$ cat config.mk
export PLATFORM = sky130hd
export DESIGN_NAME = dacr_core
export DESIGN_NICKNAME = d
export VERILOG_FILES = /design/src/pkg/dacr_pkg.sv /design/src/core/dacr_core.sv
export SDC_FILE = /design/constraint.sdc
export NUM_CORES = 1
export LEC_CHECK = 0
export BUFFER_PORTS_ARGS = -buffer_cell sky130_fd_sc_hd__buf_2
export CAP_MARGIN = 20
export CORE_ASPECT_RATIO = 0.6
export CORE_MARGIN = 2
export CORE_UTILIZATION = 50
export CTS_BUF_LIST = sky130_fd_sc_hd__clkbuf_4 sky130_fd_sc_hd__clkbuf_8
export DETAILED_ROUTE_END_ITERATION = 10
export PLACE_DENSITY = 0.77
export SLEW_MARGIN = 20
export SYNTH_ARGS = -nofsm -noshare
export SYNTH_HDL_FRONTEND = slang
export SYNTH_SLANG_ARGS = --single-unit
$ cat constraint.sdc
create_clock -name hclk -period 3.1 [get_ports hclk]
set_clock_uncertainty 0.1 [all_clocks]
set_input_delay 0.31 -clock hclk [delete_from_list [all_inputs] [get_ports hclk]]
set_output_delay 0.31 -clock hclk [all_outputs]
set_load 0.02 [all_outputs]
$ cat src/pkg/dacr_pkg.sv
`default_nettype none
package dacr_pkg;
	// Byte addresses of the register words
	localparam logic [7:0] OFS_CTRL0     = 8'h00;
	localparam logic [7:0] OFS_CTRL1     = 8'h04;
	localparam logic [7:0] OFS_COMMON    = 8'h08;
	localparam logic [7:0] OFS_TRIG0     = 8'h0C;
	localparam logic [7:0] OFS_TRIG1     = 8'h10;
	localparam logic [7:0] OFS_RES0      = 8'h14;
	localparam logic [7:0] OFS_RES1      = 8'h18;
	localparam logic [7:0] OFS_CAP       = 8'h1C;
	localparam logic [7:0] OFS_FLAGS     = 8'h20;
	// Per-converter control word fields
	localparam int         CTL_ON        = 0;
	localparam int         CTL_GO        = 1;
	localparam int         CTL_DS        = 2;
	// Common control fields
	localparam int         COM_FM        = 7;
	localparam int         COM_CS_LO     = 4;
	localparam int         COM_NREF      = 3;
	localparam int         COM_GOALL     = 2;
	localparam int         COM_PREF_LO   = 0;
	localparam int         TRG_LO        = 4;
	localparam logic [7:0] TRG_MASK      = 8'h70;
	localparam logic [7:0] COMMON_RST    = 8'h00;
	localparam logic [7:0] TRIG_RST      = 8'h00;
	localparam logic [7:0] CAP_RST       = 8'h00;
	// Trigger codes
	localparam logic [2:0] TRG_NONE      = 3'h0;
	localparam logic [2:0] TRG_TMR4      = 3'h2;
	localparam logic [2:0] TRG_TMR0      = 3'h3;
	localparam logic [2:0] TRG_TMR1      = 3'h4;
	localparam logic [2:0] TRG_TMR2      = 3'h5;
	localparam logic [2:0] TRG_PIN_RISE  = 3'h6;
	localparam logic [2:0] TRG_PIN_FALL  = 3'h7;
	// Conversion: 10 bit periods plus 1 of sampling
	localparam int         CONV_TADS     = 11;
	localparam logic [3:0] CONV_TADS_4   = 4'hB;
	localparam int         INSTR_CYCLES  = 4;
	localparam logic [1:0] INSTR_WAIT    = 2'h3;
	localparam logic [6:0] RC_DIV        = 7'h1F;
	typedef enum logic [1:0] {DACR_IDLE, DACR_WAIT, DACR_CONV} dacr_state_t;
endpackage
`default_nettype wire

$ cat src/core/dacr_core.sv
// Decided for this implementation: register access over AHB-Lite and the register offsets.
`timescale 1ns/1ns
`default_nettype none
module dacr_core
	import dacr_pkg::*;
(
	// Clock and reset
	input  wire logic        hclk,
	input  wire logic        hresetn,
	// AHB-Lite slave
	input  wire logic        hsel,
	input  wire logic [7:0]  haddr,
	input  wire logic [1:0]  htrans,
	input  wire logic        hwrite,
	input  wire logic [2:0]  hsize,
	input  wire logic [31:0] hwdata,
	input  wire logic        hready,
	output logic      [31:0] hrdata,
	output logic             hreadyout,
	output logic             hresp,
	// Trigger sources
	input  wire logic        tmr0_ovf,
	input  wire logic        tmr1_ovf,
	input  wire logic        tmr2_match,
	input  wire logic        tmr4_match,
	input  wire logic        external_trigger_pin,
	// Analog cores: comparator decision per bit period
	input  wire logic [1:0]  sar_cmp,
	// Analog controls
	output logic      [1:0]  converter_enable,
	output logic      [1:0]  mux_connect,
	output logic      [1:0]  sample_hold,
	output logic      [1:0]  bit_tick,
	output logic             negative_reference_select,
	output logic      [1:0]  positive_reference_select,
	output logic      [7:0]  hold_capacitor_trim,
	output logic             hold_discharge,
	// Flags
	output logic      [1:0]  conv_done_flag,
	output logic             tmr0_flag_set,
	output logic             tmr1_flag_set,
	output logic             tmr2_flag_set
);
	logic              wr_q;
	logic [7:0]        wa_q;
	logic [7:0]        common_q;
	logic [7:0]        trig_q     [2];
	logic [7:0]        cap_q;
	logic [1:0]        en_q;
	logic [1:0]        ds_q;
	logic [1:0]        go_q;
	logic [1:0]        done_q;
	logic [9:0]        res_q      [2];
	logic [1:0]        fm_q;
	logic              pin_q;
	logic [6:0]        div_q;
	logic              tad_en;
	logic              wr_en;
	logic [7:0]        wb;
	logic [1:0]        go_wr1;
	logic [1:0]        go_wr0;
	logic [1:0]        trig_evt;
	logic [1:0]        start;
	logic [1:0]        finish;
	logic [1:0]        abort;

	// One-cycle address phase, zero wait states
	always_ff @(posedge hclk or negedge hresetn) begin
		if (!hresetn) begin
			wr_q <= 1'b0;
			wa_q <= 8'h00;
		end else if (hready) begin
			wr_q <= hsel && htrans[1] && hwrite;
			wa_q <= haddr;
		end
	end

	assign hreadyout = 1'b1;
	assign hresp     = 1'b0;
	assign wr_en     = wr_q;
	assign wb        = hwdata[7:0];

	function automatic logic [6:0] div_of(input logic [2:0] cs);
		unique case (cs)
			3'h0: div_of = 7'h00;
			3'h1: div_of = 7'h03;
			3'h2: div_of = 7'h0F;
			3'h4: div_of = 7'h01;
			3'h5: div_of = 7'h07;
			3'h6: div_of = 7'h1F;
			default: div_of = RC_DIV;
		endcase
	endfunction

	function automatic logic is_rc(input logic [2:0] cs);
		is_rc = (cs[1:0] == 2'h3);
	endfunction

	function automatic logic [7:0] res_byte(input logic [9:0] r, input logic fm, input logic hi);
		if (fm)
			res_byte = hi ? {6'h00, r[9:8]} : r[7:0];
		else
			res_byte = hi ? r[9:2] : {r[1:0], 6'h00};
	endfunction

	// Conversion clock divider; RC clock modelled as fixed divide
	always_ff @(posedge hclk or negedge hresetn) begin
		if (!hresetn)
			div_q <= 7'h00;
		else if (div_q >= div_of(common_q[COM_CS_LO +: 3]))
			div_q <= 7'h00;
		else
			div_q <= div_q + 7'h01;
	end
	assign tad_en = (div_q >= div_of(common_q[COM_CS_LO +: 3]));

	always_ff @(posedge hclk or negedge hresetn) begin
		if (!hresetn) begin
			common_q <= COMMON_RST;
			cap_q    <= CAP_RST;
		end else if (wr_en) begin
			if (wa_q == OFS_COMMON)
				common_q <= {wb[7:3], 1'b0, wb[1:0]};
			if (wa_q == OFS_CAP)
				cap_q <= wb;
		end
	end

	always_ff @(posedge hclk or negedge hresetn) begin
		if (!hresetn)
			pin_q <= 1'b0;
		else
			pin_q <= external_trigger_pin;
	end

	assign tmr0_flag_set = tmr0_ovf;
	assign tmr1_flag_set = tmr1_ovf;
	assign tmr2_flag_set = tmr2_match;

	generate
		for (genvar c = 0; c < 2; c++) begin : g_conv
			dacr_state_t st_q;
			logic [3:0]  cnt_q;
			logic [1:0]  wt_q;
			logic        pass_q;
			logic [9:0]  sar_q;
			logic        src_q;
			logic        src;

			always_ff @(posedge hclk or negedge hresetn) begin
				if (!hresetn) begin
					trig_q[c] <= TRIG_RST;
				end else if (wr_en && wa_q == (c == 0 ? OFS_TRIG0 : OFS_TRIG1)) begin
					trig_q[c] <= wb & TRG_MASK;
				end
			end

			always_comb begin
				unique case (trig_q[c][TRG_LO +: 3])
					TRG_TMR4:     src = tmr4_match;
					TRG_TMR0:     src = tmr0_ovf;
					TRG_TMR1:     src = tmr1_ovf;
					TRG_TMR2:     src = tmr2_match;
					TRG_PIN_RISE: src = pin_q;
					TRG_PIN_FALL: src = !pin_q;
					default:      src = 1'b0;
				endcase
			end

			always_ff @(posedge hclk or negedge hresetn) begin
				if (!hresetn)
					src_q <= 1'b0;
				else
					src_q <= src;
			end
			assign trig_evt[c] = src && !src_q && trig_q[c][TRG_LO +: 3] != TRG_NONE;

			assign go_wr1[c] = wr_en && ((wa_q == (c == 0 ? OFS_CTRL0 : OFS_CTRL1) && wb[CTL_GO])
				|| (wa_q == OFS_COMMON && wb[COM_GOALL]));
			assign go_wr0[c] = wr_en && wa_q == (c == 0 ? OFS_CTRL0 : OFS_CTRL1) && !wb[CTL_GO];
			assign start[c]  = en_q[c] && !go_q[c] && (go_wr1[c] || trig_evt[c]);
			assign abort[c]  = go_q[c] && go_wr0[c] && st_q != DACR_IDLE;
			assign finish[c] = st_q == DACR_CONV && tad_en && cnt_q == 4'h0 && (pass_q || !ds_q[c]);

			always_ff @(posedge hclk or negedge hresetn) begin
				if (!hresetn) begin
					en_q[c] <= 1'b0;
					ds_q[c] <= 1'b0;
				end else if (wr_en && wa_q == (c == 0 ? OFS_CTRL0 : OFS_CTRL1)) begin
					en_q[c] <= wb[CTL_ON];
					ds_q[c] <= wb[CTL_DS];
				end
			end

			always_ff @(posedge hclk or negedge hresetn) begin
				if (!hresetn)
					go_q[c] <= 1'b0;
				else if (!en_q[c] || (wr_en && wa_q == (c == 0 ? OFS_CTRL0 : OFS_CTRL1) && !wb[CTL_ON]))
					go_q[c] <= 1'b0;
				else if (start[c])
					go_q[c] <= 1'b1;
				else if (finish[c] || go_wr0[c])
					go_q[c] <= 1'b0;
			end

			always_ff @(posedge hclk or negedge hresetn) begin
				if (!hresetn) begin
					st_q   <= DACR_IDLE;
					cnt_q  <= 4'h0;
					wt_q   <= 2'h0;
					pass_q <= 1'b0;
					sar_q  <= 10'h000;
				end else begin
					unique case (st_q)
						DACR_IDLE: if (start[c]) begin
							wt_q   <= INSTR_WAIT;
							pass_q <= 1'b0;
							sar_q  <= 10'h000;
							cnt_q  <= CONV_TADS_4 - 4'h1;
							st_q   <= is_rc(common_q[COM_CS_LO +: 3]) ? DACR_WAIT : DACR_CONV;
						end
						DACR_WAIT: begin
							if (!go_q[c])
								st_q <= DACR_IDLE;
							else if (wt_q == 2'h0)
								st_q <= DACR_CONV;
							else
								wt_q <= wt_q - 2'h1;
						end
						DACR_CONV: begin
							if (!go_q[c] || abort[c] || !en_q[c]) begin
								st_q <= DACR_IDLE;
							end else if (tad_en) begin
								if (cnt_q < 4'hA)
									sar_q[cnt_q] <= sar_cmp[c];
								if (cnt_q != 4'h0) begin
									cnt_q <= cnt_q - 4'h1;
								end else if (ds_q[c] && !pass_q) begin
									pass_q <= 1'b1;
									cnt_q  <= CONV_TADS_4 - 4'h1;
								end else begin
									st_q <= DACR_IDLE;
								end
							end
						end
					endcase
				end
			end

			// Result loads at completion or abort, holding format at that moment
			always_ff @(posedge hclk or negedge hresetn) begin
				if (!hresetn) begin
					res_q[c] <= 10'h000;
					fm_q[c]  <= 1'b0;
				end else if (finish[c] || abort[c]) begin
					// Last decision lands in the same edge, so take it straight from the core
					res_q[c] <= finish[c] ? {sar_q[9:1], sar_cmp[c]} : sar_q;
					fm_q[c]  <= common_q[COM_FM];
				end
			end

			always_ff @(posedge hclk or negedge hresetn) begin
				if (!hresetn)
					done_q[c] <= 1'b0;
				else if (finish[c])
					done_q[c] <= 1'b1;
				else if (wr_en && wa_q == OFS_FLAGS && wb[c])
					done_q[c] <= 1'b0;
			end

			assign sample_hold[c] = en_q[c] && st_q != DACR_CONV;
			assign bit_tick[c]    = st_q == DACR_CONV && tad_en;

			a_go_needs_en: assert property (@(posedge hclk) disable iff (!hresetn)
				!en_q[c] |=> !go_q[c]) else $error("go bit set while converter off");
			a_abort_no_flag: assert property (@(posedge hclk) disable iff (!hresetn)
				abort[c] && !finish[c] |=> $stable(done_q[c])) else $error("abort raised done flag");
			a_trig_sets_go: assert property (@(posedge hclk) disable iff (!hresetn)
				trig_evt[c] && en_q[c] && !go_wr0[c] |=> go_q[c]) else $error("trigger did not set go");
			a_finish_flag: assert property (@(posedge hclk) disable iff (!hresetn)
				finish[c] |=> done_q[c] && !go_q[c]) else $error("completion not flagged");
			a_ds_two_pass: assert property (@(posedge hclk) disable iff (!hresetn)
				st_q == DACR_CONV && tad_en && cnt_q == 4'h0 && ds_q[c] && !pass_q && go_q[c] && en_q[c]
				&& !go_wr0[c] |=> go_q[c]) else $error("double sample ended early");
		end
	endgenerate

	// Read data comes from flops, updated in the address phase
	always_ff @(posedge hclk or negedge hresetn) begin
		if (!hresetn) begin
			hrdata <= 32'h0000_0000;
		end else if (hready && hsel && htrans[1] && !hwrite) begin
			unique case (haddr)
				OFS_CTRL0:  hrdata <= {29'h0, ds_q[0], go_q[0], en_q[0]};
				OFS_CTRL1:  hrdata <= {29'h0, ds_q[1], go_q[1], en_q[1]};
				OFS_COMMON: hrdata <= {24'h0, common_q[7:3], |go_q, common_q[1:0]};
				OFS_TRIG0:  hrdata <= {24'h0, trig_q[0]};
				OFS_TRIG1:  hrdata <= {24'h0, trig_q[1]};
				OFS_RES0:   hrdata <= {16'h0, res_byte(res_q[0], fm_q[0], 1'b1), res_byte(res_q[0], fm_q[0], 1'b0)};
				OFS_RES1:   hrdata <= {16'h0, res_byte(res_q[1], fm_q[1], 1'b1), res_byte(res_q[1], fm_q[1], 1'b0)};
				OFS_CAP:    hrdata <= {24'h0, cap_q};
				OFS_FLAGS:  hrdata <= {30'h0, done_q};
				default:    hrdata <= 32'h0000_0000;
			endcase
		end
	end

	assign converter_enable          = en_q;
	assign mux_connect               = en_q;
	assign negative_reference_select = common_q[COM_NREF];
	assign positive_reference_select = common_q[COM_PREF_LO +: 2];
	assign hold_capacitor_trim       = cap_q;
	assign hold_discharge            = 1'b0;
	assign conv_done_flag            = done_q;

	a_goall_or: assert property (@(posedge hclk) disable iff (!hresetn)
		hready && hsel && htrans[1] && !hwrite && haddr == OFS_COMMON
		|=> hrdata[COM_GOALL] == $past(|go_q)) else $error("sync go not OR of go bits");
	a_sync_start: assert property (@(posedge hclk) disable iff (!hresetn)
		wr_en && wa_q == OFS_COMMON && wb[COM_GOALL] && (&en_q)
		|=> &go_q) else $error("sync go missed a converter");
	a_trig_reserved: assert property (@(posedge hclk) disable iff (!hresetn)
		(trig_q[0] & ~TRG_MASK) == 8'h00) else $error("reserved trigger bits set");
endmodule
`default_nettype wire

==> Implementation_results.wiki, run 1 <==
{| class="wikitable"
! Metric !! Value
|-
| Net count of the finished layout || 840
|-
| Largest cells by area after synthesis || dfrtp_1, mux2_2, ha_1, nand2_1, buf_4
|-
| Post-CTS setup-driven buffer insertion count || 0
|-
| Synth-to-layout area growth || 13.1%
|-
| Count of cells along the worst register-to-register path || 9
|-
| FFs w/ async S/R, synth || 100%
|-
| Flops & latches, synth || ~120
|-
| Avg WL per Cell || 19.3 um
|-
| RSZ-0062 raised after global routing || false
|-
| Total wirelength of the detailed-routed design || 18300 um
|-
| Critical path's largest stage delay || about 0.43 ns
|-
| Count of antenna-violating nets left after detailed routing || 0
|-
| Fin crit share || 94.2%
|-
| Final total negative setup slack || 0 ns
|-
| Die H || 95.4 um
|-
| Cells after synthesis || slightly below 700
|-
| Clock transition at path regs || about 0.08 ns
|-
| Sinks on the clock net || between 100 and 150
|-
| Max-Cap Viols || 0
|-
| Diodes inserted || 0
|-
| Synth Warn # || 0
|-
| Number of cells on the worst hold path || 2
|-
| Element type at the critical path start || register
|-
| Global placement routability congestion || between 0.8 and 0.9
|-
| Post-Layout Cell Count || about 950
|-
| Number of H-tree levels || 4
|-
| Share of layout cells above drive strength 1 || between 20% and 30%
|-
| Synthesized area divided by synthesized cell count || approximately 10 sq um
|-
| VDD IR max || 0.410 mV
|-
| Result of the run || completed
|-
| Critical Path Sink Type || output port
|-
| CP max stage cell || dfrtp_1
|-
| Netlist Area Pre-Place || roughly 7000 sq um
|-
| Residual overflow from global routing || 0
|-
| Num rows || 33
|-
| Startpoint-to-endpoint class of the critical path || register to output port
|-
| First-pass GRT wire length || 29300 um
|-
| Clock buffer count from CTS || 17
|-
| Area occupied by registers || 3100 sq um
|-
| Worst slack after detailed placement || between 0.2 and 0.3 ns
|-
| Vias per inst || 6.04
|-
| Pre-antenna DRT Iters || 5
|-
| Unique cell type count in the Yosys netlist || between 70 and 80
|-
| Max_slew headroom || approximately 48%
|-
| Min Clock Period, post-route || between 2 and 3 ns
|-
| Top_reg_cell synth || dfrtp_1
|-
| Detailed-placement wirelength estimate || 13800 um
|-
| Area share of the largest cell type after synthesis || between 40 and 50%
|-
| Leakage power || 0.00351 uW
|-
| Clock insertion delay at the later pin of the skew report || ~0.44 ns
|-
| Number of enable-type register cells in the synthesized netlist || 0
|-
| Arrival @ worst endpoint || between 2 and 3 ns
|-
| Count of vias placed by the detailed router || 5727
|-
| Overall fraction of global-route tracks in use || roughly a quarter
|-
| Post-route worst hold slack || 0.0353 ns
|-
| Worst-path cell chain || or3_1 > ha_1 > nand2b_1 > a31oi_1 > o21a_1 > nor2_1 > buf_2
|-
| Count of buffers from port buffering || 68
|-
| Cells after DPL || around 900
|-
| Maximum number of pins on one net before global-route repair || 73
|-
| Data required time at the worst endpoint || 2.69 ns
|-
| Floorplan core area || between 10000 and 15000 sq um
|-
| Max Clock Freq || 342 MHz
|-
| Number of global-route vias before repair || ~5600
|-
| Clock buffer depth || 2
|-
| Initial antenna violation count || 0
|-
| Peak fanout along the critical path || 6
|-
| Total I/O pin count || 116
|-
| TritonCTS clock tree || yes
|-
| Hold Fails Final Rpt || 0
|-
| Worst setup slack after layout || about 0.18 ns
|-
| Iteration-0 DRC Markers || about 650
|-
| Count of endpoints failing setup in the final report || 0
|-
| Die span in x || 156 um
|-
| Clock Root Buffer || clkbuf_8
|-
| Portion of the post-synthesis area used by sequential elements || roughly 45%
|-
| Number of slew-limit violations in the final report || 0
|-
| Worst Tran Pin Value || between 0.7 and 0.8 ns
|-
| Power per cell area || about 630 nW/um^2
|-
| Fill cell count || 1145
|-
| Starting density of the core || 51.1%
|-
| Die area || around 15000 sq um
|-
| Remaining DRCs || 0
|-
| Multi-input gate area || 3540 sq um
|-
| Dominant cell type by area after synthesis || dfrtp_1
|-
| Worst min-delay path class || primary input to register
|}
-- registers in the layout (all words and copies together), names as in the netlist, 4 cells and up --
name                 count
g_conv.sar_q            20
res_q                   20
hrdata                  16
g_conv.cnt_q             8
hold_capacitor_trim      8
wa_q                     8
common_q                 7
div_q                    7
trig_q                   6
g_conv.st_q              4
g_conv.wt_q              4
-- power by group --
part           internal (uW)  switching [uW]  leakage (uW)
clock                    701             689      0.000187
sequential              1770             193       0.00158
combinational            605             965       0.00174
total                   3080            1850       0.00351
-- metal layers --
| metal | up-vias | global-route usage (%) | share of wire, % |
|---|---|---|---|
| met3 | 27 | 7.68 | 11 |
| li1 | 2607 | - | - |
| met5 | - | 0 | 0 |
| met1 | 2793 | 37.3 | 46 |
| met4 | 0 | 6.88 | 1.0 |
| met2 | 300 | 38.0 | 42 |
-- cells in the mapped netlist (all sizes together) (3+ instances only) --
master and number:
nand2b 6, o22a 5, a22oi 13, inv 24, a22o 10, nor3 21
nor4 3, nor3b 3, a31oi 14, a21oi 25, or2 3, a21o 4
a221oi 5, nor2b 10, mux2i 17, a211oi 3, ha 23, o21ai 59
clkbuf 16, nand4 4, xor2 3, nor4b 5, nand3 18, and2 7
dfrtp 124, nand3b 5, nand2 64, o41ai 4, buf 37, mux2 61
o21a 5, or3 3, nor2 42, a41oi 3, and3 4
-- final cells by class --
| cell class | instances | area share (%) |
|---|---|---|
| well taps | 175 | 2.78 |
| flip-flops and latches | 124 | 39.4 |
| repair buffers | 91 | 6.77 |
| multi-input cells | 502 | 45.0 |
| clock inverters | 12 | 1.45 |
| clock buffers | 20 | 3.49 |
| inverters | 24 | 1.14 |
-- metrics by stage --
step	area (sq um)	util [%]	total power [uW]
final	7880	57.8	4930
after global routing	7880	57.8	5190
after CTS	7870	57.7	4910
after detailed placement	7460	54.7	3520
after global placement	7460	54.7	3420
after floorplan	7030	-	3070
-- layout by cell type (no fill, tap or decap), types with 21 or more instances in the layout --
cell type / instances
dfrtp_1: 124
a21oi_1: 24
nand2_1: 64
buf_2: 67
o21ai_1: 26
nor2_1: 40
mux2_2: 57
inv_1: 24
o21ai_0: 33
buf_4: 21
ha_1: 23
-- path summary, 6_finish.rpt --
| kind | start | to | slack [ns] |
|---|---|---|---|
| worst max-delay path | common_q[5]$_DFFE_PN0P_ | bit_tick[1] | 0.18 |
| worst min-delay path | hwdata[7] | common_q[7]$_DFFE_PN0P_ | 0.04 |
| worst max register to register | common_q[5]$_DFFE_PN0P_ | g_conv[1].st_q[0]$_DFFE_PN0P_ | 0.23 |
| worst min register to register | hrdata[1]$_DFFE_PN0P_ | hrdata[1]$_DFFE_PN0P_ | 0.38 |
| max in group asynchronous | hresetn | g_conv[1].sar_q[8]$_DFFE_PN0P_ | 1.93 |
| min in group asynchronous | hresetn | hrdata[5]$_DFFE_PN0P_ | 0.23 |
-- timing repair --
| action | in CTS | in global routing |
|---|---|---|
| setup endpoints to repair | 0 | 2 |
| gates resized for setup | 0 | 1 |
| hold buffers | 2 | 0 |
| endpoints found under the hold margin | 30 | 0 |
-- cell families after synthesis --
family	synth area share [%]
AND/OR/NAND/NOR	16.0
multiplexers	12.3
AO/OA/AOI/OAI	16.7
XOR/XNOR	0.503
adder cells (fa/ha/maj)	4.13
flip-flops	44.6
other	0.108
buffers and inverters	5.71
-- critical path: cells and delay by family, from the launching register on --
kind | cells | cell delay, ns
buffers and inverters | 1 | 0.23
adders and majority gates | 1 | 0.28
DFF | 1 | 0.43
AOI/OAI and AO/OA | 2 | 0.39
and+or+nand+nor | 3 | 0.75
Note: power is estimated with default switching activity, not from simulation.
==> inputs of run 2 (changes only) <==
--- a/config.mk
+++ b/config.mk
@@ -8,11 +8,10 @@
 export BUFFER_PORTS_ARGS = -buffer_cell sky130_fd_sc_hd__buf_2
 export CAP_MARGIN = 20
 export CORE_ASPECT_RATIO = 0.6
-export CORE_MARGIN = 2
-export CORE_UTILIZATION = 50
+export CORE_UTILIZATION = 30
 export CTS_BUF_LIST = sky130_fd_sc_hd__clkbuf_4 sky130_fd_sc_hd__clkbuf_8
 export DETAILED_ROUTE_END_ITERATION = 10
-export PLACE_DENSITY = 0.77
+export PLACE_DENSITY = 0.53
 export SLEW_MARGIN = 20
 export SYNTH_ARGS = -nofsm -noshare
 export SYNTH_HDL_FRONTEND = slang
==> constraint.sdc (replaced) <==
create_clock -name hclk -period 3.8 [get_ports hclk]
set_clock_uncertainty 0.1 [all_clocks]
set_input_delay 0.38 -clock hclk [delete_from_list [all_inputs] [get_ports hclk]]
set_output_delay 0.38 -clock hclk [all_outputs]
set_load 0.02 [all_outputs]
==> run 2 against run 1 <==
  * Sequential power decreased by 19%
  * Global-route usage shrank 8.6 points
  * Combinational power is 20% lower
  * Utilization fell by 22 points
  * Critical path depth unchanged
  * Critical path type unchanged
  * Highest routed layer unchanged
==> Implementation_results.wiki, run 2 (synthesis gave the netlist of run 1 again) <==
{| class="wikitable"
! Metric !! Value
|-
| Clock insertion delay at the later pin of the skew report || 0.46 ns
|-
| Remaining DRCs || 0
|-
| Maximum number of pins on one net before global-route repair || between 60 and 70
|-
| Critical Path Sink Type || output port
|-
| Total I/O pin count || 116
|-
| Net count of the finished layout || a little over 800
|-
| Clock network fraction of design power || approximately 29%
|-
| Clock buffer count from CTS || 17
|-
| First-pass GRT wire length || 31000 um
|-
| Buf+Inv Stages, Crit Path || 1
|-
| Fin crit share || a little over 80%
|-
| Initial antenna violation count || 0
|-
| Hold Fails Final Rpt || 0
|-
| Data required time at the worst endpoint || between 3 and 4 ns
|-
| Clock Root Buffer || clkbuf_8
|-
| Final total negative setup slack || 0 ns
|-
| Count of vias placed by the detailed router || approximately 5500
|-
| Iteration-0 DRC Markers || between 400 and 500
|-
| Result of the run || completed
|-
| Worst-path cell chain || or3_1 > ha_1 > nand2b_1 > a31oi_1 > o21a_1 > nor2_1 > buf_2
|-
| Share of layout cells above drive strength 1 || approximately a quarter
|-
| Avg WL per Cell || ~18 um
|-
| Power per cell area || ~500 nW/um^2
|-
| Count of antenna-violating nets left after detailed routing || 0
|-
| Worst path top cell family by delay || simple AND/OR/NAND/NOR gates
|-
| Vias per inst || a little over 5
|-
| Startpoint-to-endpoint class of the critical path || register to output port
|-
| Count of endpoints failing setup in the final report || 0
|-
| Arrival @ worst endpoint || around 2.7 ns
|-
| Clock transition at path regs || 0.09 ns
|-
| Post-CTS setup-driven buffer insertion count || 0
|-
| Worst min-delay path class || primary input to register
|-
| Residual overflow from global routing || 0
|-
| Leakage power || 0.00346 uW
|-
| Die span in x || roughly 200 um
|-
| Synth-to-layout area growth || 14.2%
|-
| Global placement routability congestion || 0.831
|-
| Critical path's largest stage delay || 0.50 ns
|-
| Most common cell after layout, fill and taps aside || dfrtp_1
|-
| Detailed-placement wirelength estimate || between 10000 and 15000 um
|-
| Cell Int Power || approximately 2400 uW
|-
| Min Clock Period, post-route || between 3 and 4 ns
|-
| Max-Cap Viols || 0
|-
| Overall fraction of global-route tracks in use || between 15 and 20%
|-
| Combinational cell fraction of total power || between 30% and 40%
|-
| Post-route worst hold slack || slightly above 0.09 ns
|-
| Total wirelength of the detailed-routed design || slightly below 20000 um
|-
| Top flop regs || g_conv.sar_q (20), res_q (20), hrdata (16)
|-
| Fill cell count || between 2000 and 2500
|-
| Number of global-route vias before repair || approximately 5100
|-
| RSZ-0062 raised after global routing || false
|-
| Element type at the critical path start || register
|-
| Peak fanout along the critical path || 7
|-
| Switching share of power || approximately two fifths
|-
| Pre-antenna DRT Iters || 7
|-
| Worst Tran Pin Value || approximately 1.0 ns
|-
| Die H || 120 um
|-
| Starting density of the core || between 30% and 40%
|-
| TritonCTS clock tree || yes
|-
| Max Clock Freq || 317 MHz
|-
| Die area || 23800 sq um
|-
| VDD IR max || between 0.2 and 0.25 mV
|-
| Max_slew headroom || between 30 and 40%
|-
| Clock buffer depth || 2
|-
| Area occupied by registers || between 3000 and 4000 sq um
|-
| Num rows || 42
|-
| Most frequent cells in the layout || dfrtp_1, buf_2, nand2_1
|-
| Number of H-tree levels || 4
|-
| CP max stage cell || dfrtp_1
|-
| Number of slew-limit violations in the final report || 0
|-
| Share of power burned in registers || ~40%
|-
| Sinks on the clock net || 124
|-
| Multi-input gate area || between 3000 and 4000 sq um
|-
| Count of buffers from port buffering || 68
|-
| Switching power summed over all nets || ~1500 uW
|-
| Diodes inserted || 0
|-
| Floorplan core area || 22400 sq um
|}
-- run 2: final timing paths --
kind / start / to / slack [ns] / depth (start not counted)
max: common_q[5]$_DFFE_PN0P_ / bit_tick[1] / 0.65 / 7
min: hwdata[3] / common_q[3]$_DFFE_PN0P_ / 0.09 / 2
max reg2reg: common_q[5]$_DFFE_PN0P_ / fm_q[0]$_DFFE_PN0P_ / 0.68 / 8
min reg2reg: hrdata[9]$_DFFE_PN0P_ / hrdata[9]$_DFFE_PN0P_ / 0.38 / 2
max in group asynchronous: hresetn / g_conv[1].wt_q[1]$_DFFE_PN0P_ / 2.28 / 3
min in group asynchronous: hresetn / wa_q[6]$_DFFE_PN0P_ / 0.46 / 2
-- run 2: area by class of cell --
type	instances	area share, %
repair buffers	82	5.85
well taps	308	4.84
clock inverters	14	1.68
multi-input cells	502	44.5
clock buffers	18	3.04
inverters	24	1.13
flip-flops and latches	124	39.0
-- run 2: timing repair --
| action | CTS | global route |
|---|---|---|
| hold endpoints to repair | 63 | 0 |
| hold buffers | 2 | 0 |
| resized for setup | 0 | 0 |
-- run 2: stage by stage --
step                      setup WS (ns)  area [sq um]  instances  power, uW  utilization, %
after floorplan                   0.977          7030        703       2510               -
after CTS                         0.627          7950       1072       4020            35.5
final                             0.648          7960       1072       3990            35.5
after global placement            0.713          7550       1038       2860            33.7
after global routing              0.440          7960       1072       4250            35.5
after detailed placement          0.682          7550       1038       2860            33.7
-- run 2: power by group through the flow --
stage          sequential, uW  clock, uW  combinational (uW)
2_1_floorplan            1570          0                 936
3_3_place_gp             1620          0                1240
3_5_place_dp             1630          0                1240
4_1_cts                  1600       1170                1240
5_1_grt                  1630       1240                1390
6_report                 1600       1140                1250
-- run 2: routing by layer --
layer | track usage, % | up-vias | routed length, um | part of all wire, %
li1 | - | 2601 | - | -
met1 | 29.4 | 2727 | 11100 | 57
met2 | 20.4 | 154 | 6860 | 35
met3 | 4.22 | 13 | 1200 | 6.2
met4 | 3.75 | 0 | 180 | 0.93
met5 | 0 | - | 0 | 0
==> inputs of run 3 (changes only) <==
--- a/config.mk
+++ b/config.mk
@@ -11,7 +11,7 @@
 export CORE_UTILIZATION = 30
 export CTS_BUF_LIST = sky130_fd_sc_hd__clkbuf_4 sky130_fd_sc_hd__clkbuf_8
 export DETAILED_ROUTE_END_ITERATION = 10
-export PLACE_DENSITY = 0.53
+export PLACE_DENSITY = 0.55
 export SLEW_MARGIN = 20
 export SYNTH_ARGS = -nofsm -noshare
 export SYNTH_HDL_FRONTEND = slang
==> constraint.sdc (replaced) <==
create_clock -name hclk -period 2.79 [get_ports hclk]
set_clock_uncertainty 0.1 [all_clocks]
set_input_delay 0.279 -clock hclk [delete_from_list [all_inputs] [get_ports hclk]]
set_output_delay 0.279 -clock hclk [all_outputs]
set_load 0.02 [all_outputs]
==> run 3 against run 2 <==
  * Final cell count grew 3.7%
  * Global-route usage is essentially flat
  * Setup slack lost 0.64 ns
  * Sequential share of layout area shrank 2.0 points
  * Hold slack lost 0.084 ns
  * Sequential power grew 36%
  * Largest cell class unchanged
==> Implementation_results.wiki, run 3 (synthesis gave the netlist of run 1 again) <==
{| class="wikitable"
! Metric !! Value
|-
| Initial antenna violation count || 0
|-
| Worst setup path startpoint || common_q[4]$_DFFE_PN0P_
|-
| Die H || approximately 120 um
|-
| Result of the run || completed
|-
| Clock buffer depth || 2
|-
| Die area || between 20000 and 25000 sq um
|-
| Share of layout cells above drive strength 1 || between 30% and 40%
|-
| Most frequent cells in the layout || dfrtp_1, buf_2, nand2_1
|-
| Power per cell area || 674 nW/um^2
|-
| Post-route worst hold slack || ~0.0085 ns
|-
| Net count of the finished layout || ~870
|-
| Worst Tran Pin Value || ~0.66 ns
|-
| Number of global-route vias before repair || slightly above 5000
|-
| Post-Layout Cell Count || 1112
|-
| Total wirelength of the detailed-routed design || between 15000 and 20000 um
|-
| Starting density of the core || between 30% and 40%
|-
| Clock buffer count from CTS || 17
|-
| Cells after DPL || between 1000 and 1500
|-
| Diodes inserted || 0
|-
| Startpoint-to-endpoint class of the critical path || register to output port
|-
| Fin crit share || ~100%
|-
| Total I/O pin count || about 120
|-
| RSZ-0062 raised after global routing || true
|-
| Count of vias placed by the detailed router || 5646
|-
| Critical path's largest stage delay || approximately 0.44 ns
|-
| Overall fraction of global-route tracks in use || 17.3%
|-
| Hold Fails Final Rpt || 0
|-
| Sinks on the clock net || between 100 and 150
|-
| CP max stage cell || dfrtp_1
|-
| CP most frequent cell || buf_6
|-
| Number of slew-limit violations in the final report || 0
|-
| Avg WL per Cell || approximately 18 um
|-
| Num rows || 42
|-
| Element type at the critical path start || register
|-
| Count of buffers from port buffering || between 60 and 70
|-
| Max Clock Freq || around 360 MHz
|-
| Min Clock Period, post-route || about 2.8 ns
|-
| Detailed-placement wirelength estimate || between 15000 and 20000 um
|-
| Arrival @ worst endpoint || approximately 2.4 ns
|-
| VDD IR max || a little over 0.3 mV
|-
| Critical Path Sink Type || output port
|-
| Peak fanout along the critical path || 6
|-
| Count of antenna-violating nets left after detailed routing || 0
|-
| Worst min-delay path class || primary input to register
|-
| Count of endpoints failing setup in the final report || 0
|-
| Critical R2R Launch || common_q[4]$_DFFE_PN0P_
|-
| Residual overflow from global routing || 0
|-
| Max_slew headroom || a little under three fifths
|-
| Pre-antenna DRT Iters || 5
|-
| Remaining DRCs || 0
|-
| Iteration-0 DRC Markers || 495
|-
| Die span in x || approximately 200 um
|-
| Synth-to-layout area growth || 20.5%
|-
| Vias per inst || about 5
|-
| Max-Cap Viols || 0
|-
| Number of H-tree levels || 4
|-
| TritonCTS clock tree || yes
|-
| Global placement routability congestion || 0.837
|-
| Maximum number of pins on one net before global-route repair || 57
|-
| Worst-path cell chain || or3_4 > ha_4 > nand2b_4 > a31oi_4 > o21a_4 > buf_6 > nor2_4 > buf_6
|-
| Clock insertion delay at the later pin of the skew report || ~0.46 ns
|-
| Data required time at the worst endpoint || 2.41 ns
|-
| Clock Root Buffer || clkbuf_8
|-
| Clock transition at path regs || ~0.090 ns
|-
| Floorplan core area || approximately 22000 sq um
|-
| Leakage power || roughly 0.0037 uW
|-
| Setup slack of the most critical reg-to-reg path || 0.07 ns
|-
| Hold_sp || hsel
|-
| Buf+Inv Stages, Crit Path || 2
|-
| Most common cell after layout, fill and taps aside || dfrtp_1
|-
| First-pass GRT wire length || 30900 um
|-
| Top flop regs || g_conv.sar_q (20), res_q (20), hrdata (16)
|-
| Worst path top cell family by delay || simple AND/OR/NAND/NOR gates
|}
## run 3: changes by cell type in the layout (fill, tap and decap cells not counted), moves of 2 or more
cell           previous run  this run
dlygate4sd3_1             2         4
buf_4                    12        47
nor2_1                   40        38
buf_6                     0         2
buf_12                    1         4
buf_2                    67        65
clkinvlp_4                4         1
## run 3: tightest hold or removal path, cell delays in order
cell and delay (ns):
buf_2 0.09, nand4_1 0.08, o21ai_0 0.08
## run 3: power by group
group | internal (uW) | switching (uW) | leakage, uW
Clock | 746 | 819 | 0.000196
Combinational | 786 | 1130 | 0.00193
Sequential | 1970 | 205 | 0.00158
## run 3: final timing paths
kind	to	cells past startpoint
max in group asynchronous	hrdata[7]$_DFFE_PN0P_	3
min in group asynchronous	wa_q[7]$_DFFE_PN0P_	2
hold reg to reg	hrdata[4]$_DFFE_PN0P_	2
hold / removal	wr_en$_DFFE_PN0P_	3
setup / recovery	bit_tick[1]	8
setup reg to reg	g_conv[1].st_q[0]$_DFFE_PN0P_	10
## run 3: what timing repair did
| action | in CTS | in global routing |
|---|---|---|
| buffers inserted | 3 | 3 |
| pin swaps | 5 | 7 |
| gates cloned | 0 | 0 |
| hold buffers | 4 | 0 |
| resized for setup | 13 | 5 |
| endpoints found under the setup margin | 14 | 24 |
| hold endpoints to repair | 41 | 0 |
## run 3: cell type report
class                           count  area [sq um]
Sequential cell                   124          3100
Timing Repair Buffer              122           821
Fill cell                        2287         14000
Clock buffer                       18           248
Tap cell                          308           385
Inverter                           24          90.1
Clock inverter                     14           134
Multi-Input combinational cell    502          3610
## run 3: stage by stage
step	TNS [ns]	area (sq um)	power (uW)	util, %	setup WS (ns)
2_1_floorplan	0	7040	3420	-	0.0313
3_3_place_gp	0	7840	4020	35.0	0.0263
3_5_place_dp	-0.0290	7840	4030	35.0	-0.0135
4_1_cts	-0.0481	8330	5630	37.2	-0.0481
5_1_grt	-0.117	8390	6010	37.5	-0.0674
6_report	0	8390	5660	37.5	0.00563
## run 3: layer usage
| layer | part of all wire (%) | GRT usage, % | routed length (um) | up-vias |
|---|---|---|---|---|
| met5 | 0 | 0 | 0 | - |
| met4 | 0.64 | 3.22 | 126 | 0 |
| met3 | 5.6 | 3.46 | 1110 | 14 |
| met2 | 36 | 20.4 | 7120 | 174 |
| met1 | 58 | 30.1 | 11500 | 2774 |
| li1 | - | - | - | 2684 |
